===== src/pkg/cms_pkg.sv =====
// package: register map, field layout and types of the counter mode sequencer
package cms_pkg;

  // ****************************************
  // register map
  // ****************************************
  localparam logic [3:0] ADDR_MODE    = 4'h0;
  localparam logic [3:0] ADDR_LOAD    = 4'h1;
  localparam logic [3:0] ADDR_HOLD    = 4'h2;
  localparam logic [3:0] ADDR_COUNT   = 4'h3;
  localparam logic [3:0] ADDR_CMD     = 4'h4;
  localparam logic [3:0] ADDR_STATUS  = 4'h5;
  localparam logic [3:0] ADDR_IRQ     = 4'h6;
  localparam logic [3:0] ADDR_MASK    = 4'h7;

  // ****************************************
  // mode word fields
  // ****************************************
  localparam int GATE_CTL_MSB = 15;
  localparam int GATE_CTL_LSB = 13;
  localparam int SPECIAL_BIT  = 7;
  localparam int RELOAD_BIT   = 6;
  localparam int REPEAT_BIT   = 5;
  localparam logic [2:0] GATE_NONE = 3'h0;

  // ****************************************
  // command and event bits
  // ****************************************
  localparam int CMD_ARM       = 0;
  localparam int CMD_DISARM    = 1;
  localparam int EV_TC         = 0;
  localparam int EV_DISARM     = 1;
  localparam int EV_CAPTURE    = 2;

  // ****************************************
  // reset values
  // ****************************************
  localparam logic [15:0] MODE_RESET  = 16'h0000;
  localparam logic [15:0] LOAD_RESET  = 16'h0000;
  localparam logic [15:0] HOLD_RESET  = 16'h0000;
  localparam logic [15:0] COUNT_RESET = 16'h0000;
  localparam logic [2:0]  IRQ_RESET   = 3'h0;

  typedef struct packed {
    logic        wr;
    logic        rd;
    logic [3:0]  addr;
    logic [15:0] wdata;
  } cms_bus_type;

  typedef struct packed {
    logic source;
    logic gate;
  } cms_pins_type;

  // decoded gating kind
  typedef enum logic [2:0] {
    CMS_GNONE  = 3'b001,
    CMS_GLEVEL = 3'b010,
    CMS_GEDGE  = 3'b100
  } cms_gating_type;

endpackage


===== src/design/cms_sync.sv =====
// module: three-stage pin synchroniser with second/third agreement
`timescale 1ns/1ns
module cms_sync (
  input  wire logic mclk,
  input  wire logic reset_n,
  input  wire logic clk_en,
  input  wire logic pin_in,
  output logic      level_out,
  output logic      rise_out
);

  // ****************************************
  // state
  // ****************************************
  typedef struct packed {
    logic s1;
    logic s2;
    logic s3;
    logic lvl;
  } cms_sync_state_type;

  cms_sync_state_type st_q;
  cms_sync_state_type st_d;

  always_comb begin
    st_d    = st_q;
    st_d.s1 = pin_in;
    st_d.s2 = st_q.s1;
    st_d.s3 = st_q.s2;
    if (st_q.s2 == st_q.s3) begin
      st_d.lvl = st_q.s3;
    end
  end

  always_ff @(posedge mclk or negedge reset_n) begin
    if (!reset_n) begin
      st_q <= '0;
    end else if (clk_en) begin
      st_q <= st_d;
    end
  end

  assign level_out = st_q.lvl;
  assign rise_out  = clk_en && (st_q.s2 == st_q.s3) && st_q.s3 && !st_q.lvl;

endmodule


===== src/design/cms_counter_mode_sequencer.sv =====
// module: one counter channel, mode decode and count sequence
//
// Design decisions made here: strobed register access and the register offsets.
`timescale 1ns/1ns
module cms_counter_mode_sequencer (
  input  wire logic         mclk,
  input  wire logic         reset_n,
  input  wire logic         clk_en,
  input  wire logic         wr_en,
  input  wire logic         rd_en,
  input  wire logic [3:0]   addr,
  input  wire logic [15:0]  wdata,
  output logic      [15:0]  rdata,
  input  wire logic         source_pin,
  input  wire logic         gate_pin,
  output logic              terminal_count,
  output logic              irq
);

  // ****************************************
  // pin synchronisers
  // ****************************************
  logic src_lvl;
  logic src_rise;
  logic gate_lvl;
  logic gate_rise;

  cms_sync u_src_sync (
    .mclk      (mclk),
    .reset_n   (reset_n),
    .clk_en    (clk_en),
    .pin_in    (source_pin),
    .level_out (src_lvl),
    .rise_out  (src_rise)
  );

  cms_sync u_gate_sync (
    .mclk      (mclk),
    .reset_n   (reset_n),
    .clk_en    (clk_en),
    .pin_in    (gate_pin),
    .level_out (gate_lvl),
    .rise_out  (gate_rise)
  );

  // ****************************************
  // helpers
  // ****************************************
  function automatic cms_pkg::cms_gating_type gating_of(input logic [2:0] gc);
    if (gc == cms_pkg::GATE_NONE) begin
      return cms_pkg::CMS_GNONE;
    end else if (gc[2]) begin
      return cms_pkg::CMS_GEDGE;
    end else begin
      return cms_pkg::CMS_GLEVEL;
    end
  endfunction

  function automatic logic [15:0] dec16(input logic [15:0] v);
    return v - 16'h0001;
  endfunction

  // ****************************************
  // state
  // ****************************************
  typedef struct packed {
    logic [15:0] mode;
    logic [15:0] load;
    logic [15:0] hold;
    logic [15:0] count;
    logic        armed;
    logic        running;
    logic        in_tc;
    logic        tc_seen;
    logic        stop_pend;
    logic [2:0]  irq_stat;
    logic [2:0]  irq_mask;
    logic [15:0] rdata;
  } cms_state_type;

  cms_state_type st_q;
  cms_state_type st_d;

  cms_pkg::cms_gating_type gating;
  logic special;
  logic reload_hold;
  logic repeat_on;
  logic src_enable;
  logic gate_hit;
  logic retrig;
  logic capture_only;
  logic alt_reload;
  logic [2:0] ev;

  always_comb begin
    gating       = gating_of(st_q.mode[cms_pkg::GATE_CTL_MSB:cms_pkg::GATE_CTL_LSB]);
    special      = st_q.mode[cms_pkg::SPECIAL_BIT];
    reload_hold  = st_q.mode[cms_pkg::RELOAD_BIT];
    repeat_on    = st_q.mode[cms_pkg::REPEAT_BIT];
    // retrigger modes N, O, Q, R: special set, reload 0, gated
    retrig       = special && !reload_hold && (gating != cms_pkg::CMS_GNONE);
    // mode X: special, reload 1, repeat 1, edge gating
    capture_only = special && reload_hold && repeat_on
                   && (gating == cms_pkg::CMS_GEDGE);
    // modes S, V: special, reload 1, no gating
    alt_reload   = special && reload_hold && (gating == cms_pkg::CMS_GNONE);
    gate_hit     = gate_rise;
    unique case (gating)
      cms_pkg::CMS_GNONE:  src_enable = st_q.armed;
      cms_pkg::CMS_GLEVEL: src_enable = st_q.armed && gate_lvl;
      cms_pkg::CMS_GEDGE:  src_enable = st_q.armed && st_q.running;
    endcase
  end

  always_comb begin
    st_d  = st_q;
    ev    = 3'h0;
    st_d.rdata = 16'h0000;

    // ---- source edge handling ----
    if (src_rise && (st_q.in_tc || src_enable)) begin
      if (st_q.in_tc) begin
        st_d.in_tc = 1'b0;
        if (st_q.stop_pend) begin
          // repetitive edge-gated modes only stop, they stay armed
          if (!repeat_on) begin
            st_d.armed             = 1'b0;
            ev[cms_pkg::EV_DISARM] = 1'b1;
          end
          st_d.running   = 1'b0;
          st_d.stop_pend = 1'b0;
        end
      end
      if (st_q.count == 16'h0001) begin
        st_d.in_tc = 1'b1;
        ev[cms_pkg::EV_TC] = 1'b1;
        if (alt_reload && gate_lvl) begin
          st_d.count = st_q.hold;
        end else begin
          st_d.count = st_q.load;
        end
        // S counts to terminal count twice before disarming
        if (!repeat_on) begin
          if (!(alt_reload && !st_q.tc_seen)) begin
            st_d.stop_pend = 1'b1;
          end
          st_d.tc_seen = !st_q.tc_seen;
        end else if (gating == cms_pkg::CMS_GEDGE && !capture_only) begin
          st_d.stop_pend = 1'b1;
        end
      end else begin
        st_d.count = dec16(st_q.count);
      end
    end

    // ---- gate edge handling ----
    if (gate_hit && st_q.armed) begin
      if (retrig) begin
        st_d.hold  = st_q.count;
        st_d.count = st_q.load;
        ev[cms_pkg::EV_CAPTURE] = 1'b1;
      end else if (capture_only) begin
        st_d.hold = st_q.count;
        ev[cms_pkg::EV_CAPTURE] = 1'b1;
      end
      if (gating == cms_pkg::CMS_GEDGE) begin
        st_d.running = 1'b1;
      end
    end

    // ---- register writes ----
    if (wr_en) begin
      unique case (addr)
        cms_pkg::ADDR_MODE:  st_d.mode = wdata; // relies on software
        cms_pkg::ADDR_LOAD:  st_d.load = wdata;
        cms_pkg::ADDR_HOLD:  st_d.hold = wdata;
        cms_pkg::ADDR_COUNT: st_d.count = wdata;
        cms_pkg::ADDR_CMD: begin
          if (wdata[cms_pkg::CMD_ARM]) begin
            st_d.armed     = 1'b1;
            st_d.stop_pend = 1'b0;
            st_d.tc_seen   = 1'b0;
          end
          if (wdata[cms_pkg::CMD_DISARM]) begin
            st_d.armed   = 1'b0;
            st_d.running = 1'b0;
          end
        end
        cms_pkg::ADDR_IRQ:   st_d.irq_stat = st_q.irq_stat & ~wdata[2:0];
        cms_pkg::ADDR_MASK:  st_d.irq_mask = wdata[2:0];
        default: ;
      endcase
    end
    // set wins over clear
    st_d.irq_stat = st_d.irq_stat | ev;

    // ---- register reads ----
    if (rd_en) begin
      unique case (addr)
        cms_pkg::ADDR_MODE:   st_d.rdata = st_q.mode;
        cms_pkg::ADDR_LOAD:   st_d.rdata = st_q.load;
        cms_pkg::ADDR_HOLD:   st_d.rdata = st_q.hold;
        cms_pkg::ADDR_COUNT:  st_d.rdata = st_q.count;
        cms_pkg::ADDR_STATUS: st_d.rdata = {11'h000, st_q.tc_seen, st_q.stop_pend,
                                            st_q.in_tc, st_q.running, st_q.armed};
        cms_pkg::ADDR_IRQ:    st_d.rdata = {13'h0000, st_q.irq_stat};
        cms_pkg::ADDR_MASK:   st_d.rdata = {13'h0000, st_q.irq_mask};
        default:              st_d.rdata = 16'h0000;
      endcase
    end
  end

  always_ff @(posedge mclk or negedge reset_n) begin
    if (!reset_n) begin
      st_q          <= '0;
      st_q.mode     <= cms_pkg::MODE_RESET;
      st_q.load     <= cms_pkg::LOAD_RESET;
      st_q.hold     <= cms_pkg::HOLD_RESET;
      st_q.count    <= cms_pkg::COUNT_RESET;
      st_q.irq_mask <= cms_pkg::IRQ_RESET;
    end else if (clk_en) begin
      st_q <= st_d;
    end
  end

  assign rdata          = st_q.rdata;
  assign terminal_count = st_q.in_tc;
  assign irq            = |(st_q.irq_stat & st_q.irq_mask);

  // ****************************************
  // assertions
  // ****************************************
  AST_TC_RELOAD_LOAD: assert property (@(posedge mclk) disable iff (!reset_n)
    clk_en && !wr_en && src_rise && src_enable && !st_q.in_tc && st_q.count == 16'h0001
    && !reload_hold |=> st_q.count == $past(st_q.load))
    else $error("terminal count did not reload from load");

  AST_TC_ALWAYS_COUNTS: assert property (@(posedge mclk) disable iff (!reset_n)
    clk_en && !wr_en && src_rise && st_q.in_tc && st_q.count != 16'h0001 |=> !st_q.in_tc)
    else $error("source edge in terminal count not counted");

  AST_ONESHOT_DISARM: assert property (@(posedge mclk) disable iff (!reset_n)
    clk_en && !wr_en && src_rise && st_q.in_tc && st_q.stop_pend && !repeat_on |=> !st_q.armed)
    else $error("counter not disarmed after terminal count");

  AST_REPEAT_STAYS: assert property (@(posedge mclk) disable iff (!reset_n)
    clk_en && !wr_en && repeat_on && st_q.armed
    |=> st_q.armed)
    else $error("repetitive counter disarmed itself");

  AST_ARM_SETS: assert property (@(posedge mclk) disable iff (!reset_n)
    clk_en && wr_en && addr == cms_pkg::ADDR_CMD && wdata[0] && !wdata[1] |=> st_q.armed)
    else $error("arm command ignored");

  AST_RETRIG_HOLD: assert property (@(posedge mclk) disable iff (!reset_n)
    clk_en && !wr_en && !src_rise && gate_rise && st_q.armed && retrig
    |=> st_q.hold == $past(st_q.count) && st_q.count == $past(st_q.load))
    else $error("retrigger did not capture and reload");

  AST_CAPTURE_CONT: assert property (@(posedge mclk) disable iff (!reset_n)
    clk_en && !wr_en && !src_rise && gate_rise && st_q.armed && capture_only
    |=> st_q.hold == $past(st_q.count) && $stable(st_q.count))
    else $error("mode X capture disturbed the count");

  AST_NO_COUNT_IDLE: assert property (@(posedge mclk) disable iff (!reset_n)
    clk_en && !wr_en && !st_q.armed && !st_q.in_tc |=> $stable(st_q.count))
    else $error("disarmed counter changed count");

  AST_GATE_IGNORED_A: assert property (@(posedge mclk) disable iff (!reset_n)
    clk_en && !wr_en && !src_rise && gate_rise && gating == cms_pkg::CMS_GNONE && !special
    |=> $stable(st_q.count) && $stable(st_q.hold))
    else $error("ungated mode reacted to a gate edge");

  AST_ALT_TC_HOLD: assert property (@(posedge mclk) disable iff (!reset_n)
    clk_en && !wr_en && src_rise && (st_q.in_tc || src_enable) && st_q.count == 16'h0001
    && alt_reload && gate_lvl |=> st_q.count == $past(st_q.hold))
    else $error("terminal count with gate high did not load hold");

  AST_ALT_TC_LOAD: assert property (@(posedge mclk) disable iff (!reset_n)
    clk_en && !wr_en && src_rise && (st_q.in_tc || src_enable) && st_q.count == 16'h0001
    && alt_reload && !gate_lvl |=> st_q.count == $past(st_q.load))
    else $error("terminal count with gate low did not load load");

  AST_NO_RETRIG: assert property (@(posedge mclk) disable iff (!reset_n)
    clk_en && !wr_en && !src_rise && gate_rise && st_q.armed && special && reload_hold
    |=> $stable(st_q.count))
    else $error("non-retriggering mode restarted the count");

  AST_LEVEL_GATE_OFF: assert property (@(posedge mclk) disable iff (!reset_n)
    clk_en && !wr_en && gating == cms_pkg::CMS_GLEVEL && !gate_lvl && !gate_rise
    && !st_q.in_tc |=> $stable(st_q.count))
    else $error("level-gated counter counted with gate low");

endmodule


===== config.mk =====
export PLATFORM = sky130hd
export DESIGN_NAME = cms_counter_mode_sequencer
export DESIGN_NICKNAME = d
export VERILOG_FILES = /design/src/pkg/cms_pkg.sv /design/src/design/cms_sync.sv /design/src/design/cms_counter_mode_sequencer.sv
export SDC_FILE = /design/constraint.sdc
export NUM_CORES = 1
export LEC_CHECK = 0
export BUFFER_PORTS_ARGS = -buffer_cell sky130_fd_sc_hd__buf_4
export CORE_UTILIZATION = 60
export DETAILED_ROUTE_END_ITERATION = 6
export PLACE_DENSITY = 0.78
export SLEW_MARGIN = 30
export SYNTH_ARGS = -nofsm -noshare
export SYNTH_HDL_FRONTEND = slang
export SYNTH_SLANG_ARGS = --single-unit

===== constraint.sdc =====
create_clock -name mclk -period 4.95 [get_ports mclk]
set_clock_uncertainty 0.05 [all_clocks]
set_input_delay 0.99 -clock mclk [delete_from_list [all_inputs] [get_ports mclk]]
set_output_delay 0.99 -clock mclk [all_outputs]
set_load 0.01 [all_outputs]

[Word-level counts from Yosys, hierarchy flattened]
Cells that the tools add are included.
Operators by class
  muxes and demuxes: 42
  bitwise logic cells: 4
  equal/unequal tests: 14
  $add $sub $neg: 1
  reduce and logical (&&, ||, !) cells: 34
Operators by type and width (number)
  2-to-1 mux 16 bit: 8
  one-hot mux 16 bit (7 select lines): 1
  2-to-1 mux 34 bit: 1
  2-to-1 mux 32 bit: 1
  2-to-1 mux 21 bit: 1
  logical AND 1 bit: 19
  2-to-1 mux 3 bit: 6
  == test 16 x 1 -> 1 bit, second input constant: 1
  == test 4 x 3 -> 1 bit, second input constant: 4
  2-to-1 mux 1 bit: 16
  subtractor 16 x 1 -> 16 bit, second input constant: 1
  2-to-1 mux 2 bit: 6
  AND reduction 3 bit: 3
  == test 4 x 2 -> 1 bit, second input constant: 2
  2-to-1 mux 8 bit: 1
  bitwise AND 3 bit: 2
  AND reduction 2 bit: 3
  logical NOT 1 bit: 5
  == test 4 x 1 -> 1 bit, second input constant: 1
  logical NOT 4 bit: 1
  == test 3 x 1 -> 1 bit, second input constant: 1
  == test 3 x 2 -> 1 bit, second input constant: 1
  == test 3 bit, second input constant: 1
  logical NOT 3 bit: 1
  other kinds (7): 8
Storage, ports and cells
  output and inout port bits: 18
  register bits: 99
  input port bits: 27
  word-level logic and storage cells: 115

[Longest topological paths before layout]
Gate-level depths: netlist (run 1).
  word-level depth: 15
  mapped depth: 11
  gate-level depth less buffers: 8

[Modules after synthesis]
Synthesis (run 1) repeated with hierarchy kept, for this count alone.
Unflattened totals
  cells, all modules: 589
  area total of the unflattened synthesis: 5839.4 µm²
By module, submodules not included
  cms_counter_mode_sequencer: area an instance 5504.0 µm², seq. area each 2277.2 µm², times used 1, cells each 567
  cms_sync: area an instance 167.7 µm², seq. area each 100.1 µm², times used 2, cells each 11

[Worst setup path before layout (run 1)]
No wires, ideal clock.
  path type: in2reg
  from: input addr[0]
  to: register st_q[90] (netlist bit)
  arrival time: 2.871 ns
  library setup time: 0.125 ns
  path slack: 1.904 ns
  required time: 4.775 ns
  cell stages on the path: 6
  cells stage by stage: clkbuf_1 nor4_1 and3_1 clkbuf_1 buf_2 mux2_2
Between the ends
  word-level cells in the longest chain between the ends: 2
Ends and longest elaborated chain
  start, declared: line cms_counter_mode_sequencer.sv:11  | input wire logic [3:0] addr,
  logical NOT 4 bit: line cms_counter_mode_sequencer.sv:173  | unique case (addr)
  AND reduction 3 bit (no source line)
  end signal, assigned: line cms_counter_mode_sequencer.sv:222  | st_q <= st_d;
  end, declared: line cms_counter_mode_sequencer.sv:81  | cms_state_type st_q;
No other way between the ends.
A chain may end at the register's enable or synchronous reset.

[Worst setup path after layout (run 1)]
  from: input addr[0]
  to: register st_q[55] (netlist bit)
Between the ends
  word-level cells in the longest chain between the ends: 3
Ends and longest elaborated chain
  == test 4 x 2 -> 1 bit: line cms_counter_mode_sequencer.sv:173
  2-to-1 mux 16 bit: line cms_counter_mode_sequencer.sv:173
  2-to-1 mux 34 bit: line cms_counter_mode_sequencer.sv:172  | if (wr_en) begin
No other way between the ends.

==> flow_summary.ini, run 1 <==
[setup_path]
crit_type = in -> reg
cp_data_arrival_time_ps = 3370
crit_required_ps = 5200
r2r_start = st_q[39]
r2r_setup_slack_ps = 1960
path_max_fanout = 18
cp-start-kind = input pin
cpMaxStageDelayCell = nand2_1
r2r-end = st_q[41]
r2r_cells = 6
worstSetupEndpointType = flip-flop
slowest_delay_ps = 770
crit_chain = buf_4 > nand2b_1 > nor3_2 > buf_4 > nand2_1 > nand2_1 > o22ai_1 > a21oi_1
critPathTopFamily = simple AND/OR/NAND/NOR gates
cp-endpoint = st_q[55]
path_buf_inv = 2
cp.depth = 8
crit_start = addr[0]

[yosys]
synth_area_per_cell_um2 = 9.57
yosys_register_bits = 99
synth_top_flop_cell = dfrtp_1
synth_cells = 590
seq_area_frac_synth_pct = 43.9
synth_edf_count = 0
yosysWarnings = 0
netlist_area_um2 = 5650
synth_top_area_share_pct = 43.9
synth.area.top_cells = dfrtp_1 (44%), mux2_2 (6.4%), a21oi_1 (4.1%)
netlist.top_cell.by_area = dfrtp_1
synth_cell_types = 66
synthArstFlopShare_pct = 100
synth.net_count = 619

[detailed_routing]
vias_per_cell = 7.05
first_pass_iters = 5
drc = 0
num_vias = 5037
totalWireLength_um = 16500
ant_nets = 0
drt_iter0_markers = 614
drt-wirelength-per-cell_um = 23.2

[cts]
cts_tree = yes
post_cts_buffers = 0
cts_root_buffer = clkbuf_8
clockBufferDepth = 2
cts_made_buffers = 9
clkSlewWorstSetupHoldPaths_ps = 90
ctsHoldBuffers = 0
post_cts_resized = 0
h-tree-depth = 3
cts.sinks = 99
clk_latency_ps = 380

[global_routing]
grt_overflow_total = 0
grt_pass1_vias = 4806
grt_max_degree = 61
antenna_found_initial = 0
grt_usage_pct = 34.9
grt_pass1_wl_um = 26000

[min_path]
whs_path_depth = 1
hold_class = reg -> reg

[die]
fp-row-count = 35
start_util_pct = 61.4
core_um2 = 9200
die_w_um = 99.0
dieArea_um2 = 9800
die_h_um = 99.0
pin_count = 45

[layout]
multi_input_area_um2 = 2840
drive_gt1_share_pct = 19.1
fin_nets = 627
area_delta_synth_final_pct = 9.15
n_fill_cell = 750
fin_area_um2 = 6160
antennaDiodeCount = 0
seq_area_um2 = 2480
final_cells = 714

[timing]
rsz0062_at_grt = false
max_freq_ghz = 0.321
finalSetupTns_ps = 0
slew_violations = 0
setup_viol = 0
fin_hold_ws_ps = 437
fin_crit_ps = 3120
slew_headroom_pct = 47.5
tightest_slew_ps = 785
final_hold_viol_count = 0
period_share_pct = 63.0

[placement]
gp_congestion = 0.919
post-dp-hpwl_um = 10300
port_buffers = 44
dp_cells = 697
place_area_um2 = 5920

[power]
powerDensity_nw_per_um2 = 329
power_w = 0.00203
ir_drop_mv = 0.199
leakage_nw = 2.57

[run]
cap_violations = 0

[status]
status = finished, final reports clean
state kept, by name, indices dropped and copies added (netlist names), 2 cells and up:
name,flops
u_gate_sync.st_d,2
u_src_sync.st_d,2
rdata,16
st_q,71
power breakdown:
group	total [W]	leakage (nW)	switching [W]	internal (W)
combinational	0.000346	1.21	0.000177	0.000169
sequential	0.00109	1.25	0.000155	0.000936
clock	0.000594	0.114	0.000292	0.000301
total	0.00203	2.57	0.000625	0.00141
worst min-delay path by stage:
stage / startpoint / end / slack, ps
4_1_cts: rdata[10] / rdata[10] / 450
6_report: rdata[10] / rdata[10] / 440
5_1_grt: rdata[11] / rdata[11] / 460
3_3_place_gp: rdata[3] / rdata[3] / 420
3_5_place_dp: rdata[4] / rdata[4] / 420
2_1_floorplan: rdata[0] / rdata[0] / 400
cell usage after synthesis (all sizes together) (5+ instances only):
library cell   n
nand2         39
dfrtp         99
clkbuf        31
mux2          41
o2bb2ai       12
a31oi          6
a221oi        14
nand2b         5
o21ai         38
nand3          6
o22ai         18
a21o           8
a22oi          8
a222oi         5
nand4          8
nor3          20
inv           13
nor2          42
a21oi         46
mux2i         16
buf           29
and3           9
a22o          12
nor4           5
cells in the final DEF (no fill, tap or decap), types with 3 or more instances in the layout:
| cell type | instances |
|---|---|
| a21o_1 | 8 |
| a21oi_1 | 46 |
| a221oi_1 | 14 |
| a222oi_1 | 5 |
| a22o_1 | 12 |
| a22oi_1 | 8 |
| a31oi_1 | 6 |
| a32oi_1 | 3 |
| a41oi_1 | 3 |
| and2_1 | 3 |
| and3_1 | 7 |
| and4_1 | 3 |
| buf_4 | 56 |
| clkbuf_8 | 10 |
| clkinv_4 | 3 |
| dfrtp_1 | 99 |
| inv_1 | 13 |
| mux2_1 | 9 |
| mux2_2 | 32 |
| mux2i_1 | 16 |
| nand2_1 | 39 |
| nand2b_1 | 5 |
| nand3_1 | 6 |
| nand4_1 | 8 |
| nor2_1 | 41 |
| nor2b_1 | 3 |
| nor3_1 | 18 |
| nor4_1 | 3 |
| o211ai_1 | 4 |
| o21ai_0 | 32 |
| o21ai_1 | 6 |
| o221ai_1 | 3 |
| o22ai_1 | 18 |
| o2bb2ai_1 | 12 |
| or3_1 | 3 |
stage by stage:
stage / setup WS (ps) / util (%)
3_5_place_dp: 1530 / 64.3
6_report: 1830 / 67.0
2_1_floorplan: 1900 / -
3_3_place_gp: 1560 / 64.3
5_1_grt: 1720 / 67.0
4_1_cts: 1940 / 66.8
area by class of cell:
class                      count  area share (%)
timing repair buffer          57            7.00
multi-input combinational    417            46.0
clock inverter                 5            1.40
inverter                      14           0.853
sequential                    99            40.2
tap                          111            2.25
clock buffer                  11            2.29
cells by family after synthesis:
kind of cell | Yosys count | share of synthesized area [%]
fa+ha+maj | 2 | 0.443
mux | 57 | 11.0
xor+xnor | 1 | 0.155
buf+inv | 74 | 6.38
simple gates | 156 | 13.9
compound gates | 201 | 24.2
flops | 99 | 43.9
per-layer routing:
layer / up-vias / GRT usage [%] / share of wire, %
li1: 2231 / - / -
met1: 2487 / 48.2 / 43
met2: 283 / 53.8 / 45
met3: 36 / 8.09 / 9.5
met4: 0 / 12.9 / 2.3
met5: - / 0 / 0
(Power assumes the default switching activity.)
==> inputs of run 2 (changes only) <==
- ABC_AREA: unset -> 1
- CORE_UTILIZATION: 60 -> 55
- PLACE_DENSITY: 0.78 -> 0.75
- clock period: 4.95 -> 2.57 ns (I/O delays scaled with it)
==> flow_summary.ini, run 2 <==
[timing]
fin_crit_ps = 2440
setup_viol = 0
finalSetupTns_ps = 0
max_freq_ghz = 0.410
timing.final.ws_setup_ps = 134
tightest_slew_ps = 744
slew_headroom_pct = 50.4
final_hold_viol_count = 0
fin_hold_ws_ps = 25.6
period_share_pct = 94.8
rsz0062_at_grt = false
slew_violations = 0

[setup_path]
cp_data_arrival_time_ps = 2680
cp-start-kind = flip-flop
path_max_fanout = 11
path_buf_inv = 2
r2r_setup_slack_ps = 130
cpMaxStageDelayCell = dfrtp_1
critPathTopFamily = simple AND/OR/NAND/NOR gates
crit_type = reg -> reg
worstSetupEndpointType = flip-flop
r2r-end = st_q[32]
r2r_cells = 11
crit_required_ps = 2810
slowest_delay_ps = 430
crit_chain = inv_1 > ha_1 > nand2_1 > nor2_1 > nand3_1 > inv_1 > nand3_1 > nand3_1 > nand2_1 > nand2_1 > a21oi_1
r2r_start = st_q[28]

[layout]
layout_commonest_cell = nand2_1
area_delta_synth_final_pct = 9.23
final_cells = 1047
drive_gt1_share_pct = 11.4
fin_nets = 931
antennaDiodeCount = 0
largest_reg_flops = 71
final_cell_mix = nand2_1 (258), o21ai_0 (102), dfrtp_1 (99)
max_flop_register = st_q

[die]
die_w_um = 108
die_h_um = 108
core_um2 = 10800
fp-row-count = 38
pin_count = 45
dieArea_um2 = 11600
start_util_pct = 56.6

[cts]
cts_made_buffers = 9
clockBufferDepth = 2
clkSlewWorstSetupHoldPaths_ps = 110
post_cts_resized = 0
post_cts_buffers = 0
cts_root_buffer = clkbuf_8
clk_latency_ps = 400
cts.sinks = 99
ctsHoldBuffers = 0
h-tree-depth = 3
cts_tree = yes

[global_routing]
grt_overflow_total = 0
grt_max_degree = 40
antenna_found_initial = 0
grt_usage_pct = 35.9
grt_pass1_wl_um = 31200
grt_pass1_vias = 6033

[detailed_routing]
drt_iter0_markers = 758
ant_nets = 0
vias_per_cell = 5.95
first_pass_iters = 7
totalWireLength_um = 19500
drc = 0
drt-wirelength-per-cell_um = 18.6
num_vias = 6226

[min_path]
hold_class = in -> async

[yosys]
netlist.top_cell.by_area = dfrtp_1
synth_cells = 883
synthArstFlopShare_pct = 100
yosysWarnings = 0
synth.most_common_cell = nand2_1
synth_edf_count = 0
seq_area_frac_synth_pct = 40.4
synth.net_count = 912
yosys_register_bits = 99
synth_area_per_cell_um2 = 6.95
synth_top_flop_cell = dfrtp_1
netlist_area_um2 = 6140
synth.area.top_cells = dfrtp_1 (40%), nand2_1 (16%), o21ai_0 (8.3%)
ys_top_cells_by_count = nand2_1 (258), o21ai_0 (102), dfrtp_1 (99)
synth_cell_types = 32
synth_top_area_share_pct = 40.4

[placement]
post-dp-hpwl_um = 13700
port_buffers = 44
gp_congestion = 0.960
dp_cells = 1031
pre_cts_ws_ps = 248

[status]
status = finished, final reports clean

[run]
cap_violations = 0

[power]
leakage_nw = 3.29
ir_drop_mv = 0.589
powerDensity_nw_per_um2 = 638
[run 2: power breakdown]
group	internal, W	total [W]	switching (W)
clock	0.000538	0.00113	0.000597
sequential	0.00180	0.00213	0.000323
combinational	0.000383	0.00102	0.000635
total	0.00272	0.00428	0.00155
[run 2: worst reg2reg max path, cell delays in order (launching register included)]
cell and delay (ps):
dfrtp_1 430, inv_1 150, ha_1 260, nand2_1 80, nor2_1 100, nand3_1 410
inv_1 420, nand3_1 170, nand3_1 110, nand2_1 60, nand2_1 50, a21oi_1 50
[run 2: per-layer routing]
| metal | wire length (um) | track usage [%] | vias to the layer above |
|---|---|---|---|
| met5 | 0 | 0 | - |
| met4 | 779 | 16.8 | 0 |
| met3 | 2050 | 8.96 | 71 |
| met2 | 8830 | 57.4 | 386 |
| met1 | 7790 | 45.6 | 2851 |
| li1 | - | - | 2918 |
[run 2: stage by stage]
stage | cell area, um^2 | total power, W | utilization [%]
after CTS | 6710 | 0.00426 | 61.9
final | 6710 | 0.00428 | 61.9
after detailed placement | 6480 | 0.00314 | 59.8
after floorplan | 6140 | 0.00274 | -
after global routing | 6710 | 0.00450 | 61.9
after global placement | 6480 | 0.00310 | 59.8
[run 2: worst max-delay path by stage]
stage                        start  slack [ps]  endpoint  cells past startpoint
after floorplan           st_q[28]         930  st_q[27]                     13
after global placement    st_q[38]         220  st_q[33]                     10
after detailed placement  st_q[28]         250  st_q[33]                     11
after CTS                 st_q[28]         210  st_q[33]                     11
after global routing      st_q[38]           3  st_q[32]                     10
final                     st_q[28]         130  st_q[32]                     11
[run 2: final cells by class]
type | count | area [um^2]
Inverter | 101 | 379
Multi-Input combinational cell | 628 | 2970
Timing Repair Buffer | 63 | 485
Fill cell | 1037 | 4140
Tap cell | 140 | 175
Clock inverter | 4 | 56.3
Sequential cell | 99 | 2480
Clock buffer | 12 | 165
[run 2: cell families after synthesis]
| group | count (synthesis) | share of synthesized area (%) |
|---|---|---|
| and+or+nand+nor | 406 | 27.9 |
| xor gates and xnor gates | 2 | 0.285 |
| DFF | 99 | 40.4 |
| adders and majority gates | 2 | 0.408 |
| buffers and inverters | 156 | 11.3 |
| AOI/OAI and AO/OA | 218 | 19.8 |
==> inputs of run 3 (changes only) <==
- BUFFER_PORTS_ARGS: -buffer_cell sky130_fd_sc_hd__buf_4 -> -buffer_cell sky130_fd_sc_hd__buf_2
- CORE_ASPECT_RATIO: unset -> 1.1
==> flow_summary.ini, run 3 (synthesis results as in run 2) <==
[placement]
gp_congestion = 0.984
post-dp-hpwl_um = 13700
port_buffers = 44

[layout]
max_flop_register = st_q
antennaDiodeCount = 0
drive_gt1_share_pct = 11.3
area_delta_synth_final_pct = 8.93
layout_commonest_cell = nand2_1
final_cell_mix = nand2_1 (258), o21ai_0 (102), dfrtp_1 (99)
largest_reg_flops = 71
fin_nets = 930

[setup_path]
path_buf_inv = 2
cp.depth = 11
path_max_fanout = 11
crit_required_ps = 2760
slowest_delay_ps = 420
crit_type = reg -> reg
worstSetupEndpointType = flip-flop
r2r_cells = 11
crit_chain = inv_1 > ha_1 > nand2_1 > nor2_1 > nand3_1 > inv_1 > nand3_1 > nand3_1 > nand2_1 > nand2_1 > a21oi_1
critPathTopFamily = simple AND/OR/NAND/NOR gates
r2r_start = st_q[28]
cpMaxStageDelayCell = dfrtp_1
r2r-end = st_q[33]
r2r_setup_slack_ps = 220
cp_data_arrival_time_ps = 2540
cp-start-kind = flip-flop

[cts]
clockBufferDepth = 2
cts_made_buffers = 9
clk_latency_ps = 360
post_cts_resized = 0
post_cts_buffers = 0
ctsHoldBuffers = 0
h-tree-depth = 3
cts_root_buffer = clkbuf_16
cts.sinks = 99
clkSlewWorstSetupHoldPaths_ps = 70
cts_tree = yes

[min_path]
hold_class = in -> async

[power]
ir_drop_mv = 0.309
power_w = 0.00459
powerDensity_nw_per_um2 = 686
leakage_nw = 3.30

[die]
dieArea_um2 = 11600
die_w_um = 103
fp-row-count = 40
die_h_um = 113
start_util_pct = 56.3
pin_count = 45
core_um2 = 10900

[detailed_routing]
drc = 2
vias_per_cell = 5.95
first_pass_iters = 7
num_vias = 6270
drt_iter0_markers = 697
drt-wirelength-per-cell_um = 18.5
ant_nets = 0
totalWireLength_um = 19500

[timing]
tightest_slew_ps = 809
final_hold_viol_count = 0
finalSetupTns_ps = 0
slew_violations = 0
slew_headroom_pct = 46.0
setup_viol = 0
fin_crit_ps = 2350
rsz0062_at_grt = false
max_freq_ghz = 0.425
period_share_pct = 91.6

[global_routing]
grt_pass1_wl_um = 31200
grt_max_degree = 51
grt_overflow_total = 0
antenna_found_initial = 0
grt_usage_pct = 35.6
grt_pass1_vias = 5960

[status]
status = complete, but fails checks
violations = DRC

[run]
cap_violations = 0
run 3: cell count changes in the layout (fill, tap and decap cells not counted):
cell,delta
clkinv_2,+1
buf_2,+43
clkbuf_8,-11
clkbuf_16,+9
inv_6,+2
buf_4,-44
clkinv_4,-1
run 3: cell type report:
| type | instances | area [um^2] |
|---|---|---|
| repair buffers | 62 | 370 |
| inverters | 101 | 379 |
| clock inverters | 6 | 70.1 |
| multi-input cells | 628 | 2970 |
| flip-flops and latches | 99 | 2480 |
| well taps | 147 | 184 |
| clock buffers | 10 | 239 |
| fillers | 1055 | 4220 |
run 3: stage by stage:
stage,std cells,instance area [um^2],hold slack (ps),util [%],setup slack [ps]
after detailed placement,1037,6380,414,58.5,322
after global routing,1053,6690,178,61.3,35.3
after floorplan,883,6140,168,-,934
final,1053,6690,124,61.3,215
after CTS,1053,6690,153,61.3,287
after global placement,1037,6380,411,58.5,318
run 3: worst max path at each step:
stage | start | end | slack, ps
3_3_place_gp | st_q[28] | st_q[33] | 320
5_1_grt | st_q[28] | st_q[33] | 40
4_1_cts | st_q[28] | st_q[33] | 290
2_1_floorplan | st_q[28] | st_q[27] | 930
6_report | st_q[28] | st_q[33] | 220
3_5_place_dp | st_q[28] | st_q[33] | 320
run 3: report_power, final:
part / leakage, nW / internal, W / switching [W]
Clock: 0.154 / 0.000793 / 0.000645
Combinational: 1.89 / 0.000363 / 0.000649
Sequential: 1.26 / 0.00180 / 0.000333
Total: 3.30 / 0.00296 / 0.00163
run 3: routing by layer:
| layer | global-route usage [%] | share of wire [%] | up-vias |
|---|---|---|---|
| li1 | - | - | 2903 |
| met1 | 49.6 | 42 | 2972 |
| met5 | 0 | 0 | - |
| met4 | 13.3 | 2.4 | 0 |
| met2 | 53.6 | 45 | 350 |
| met3 | 8.40 | 11 | 45 |
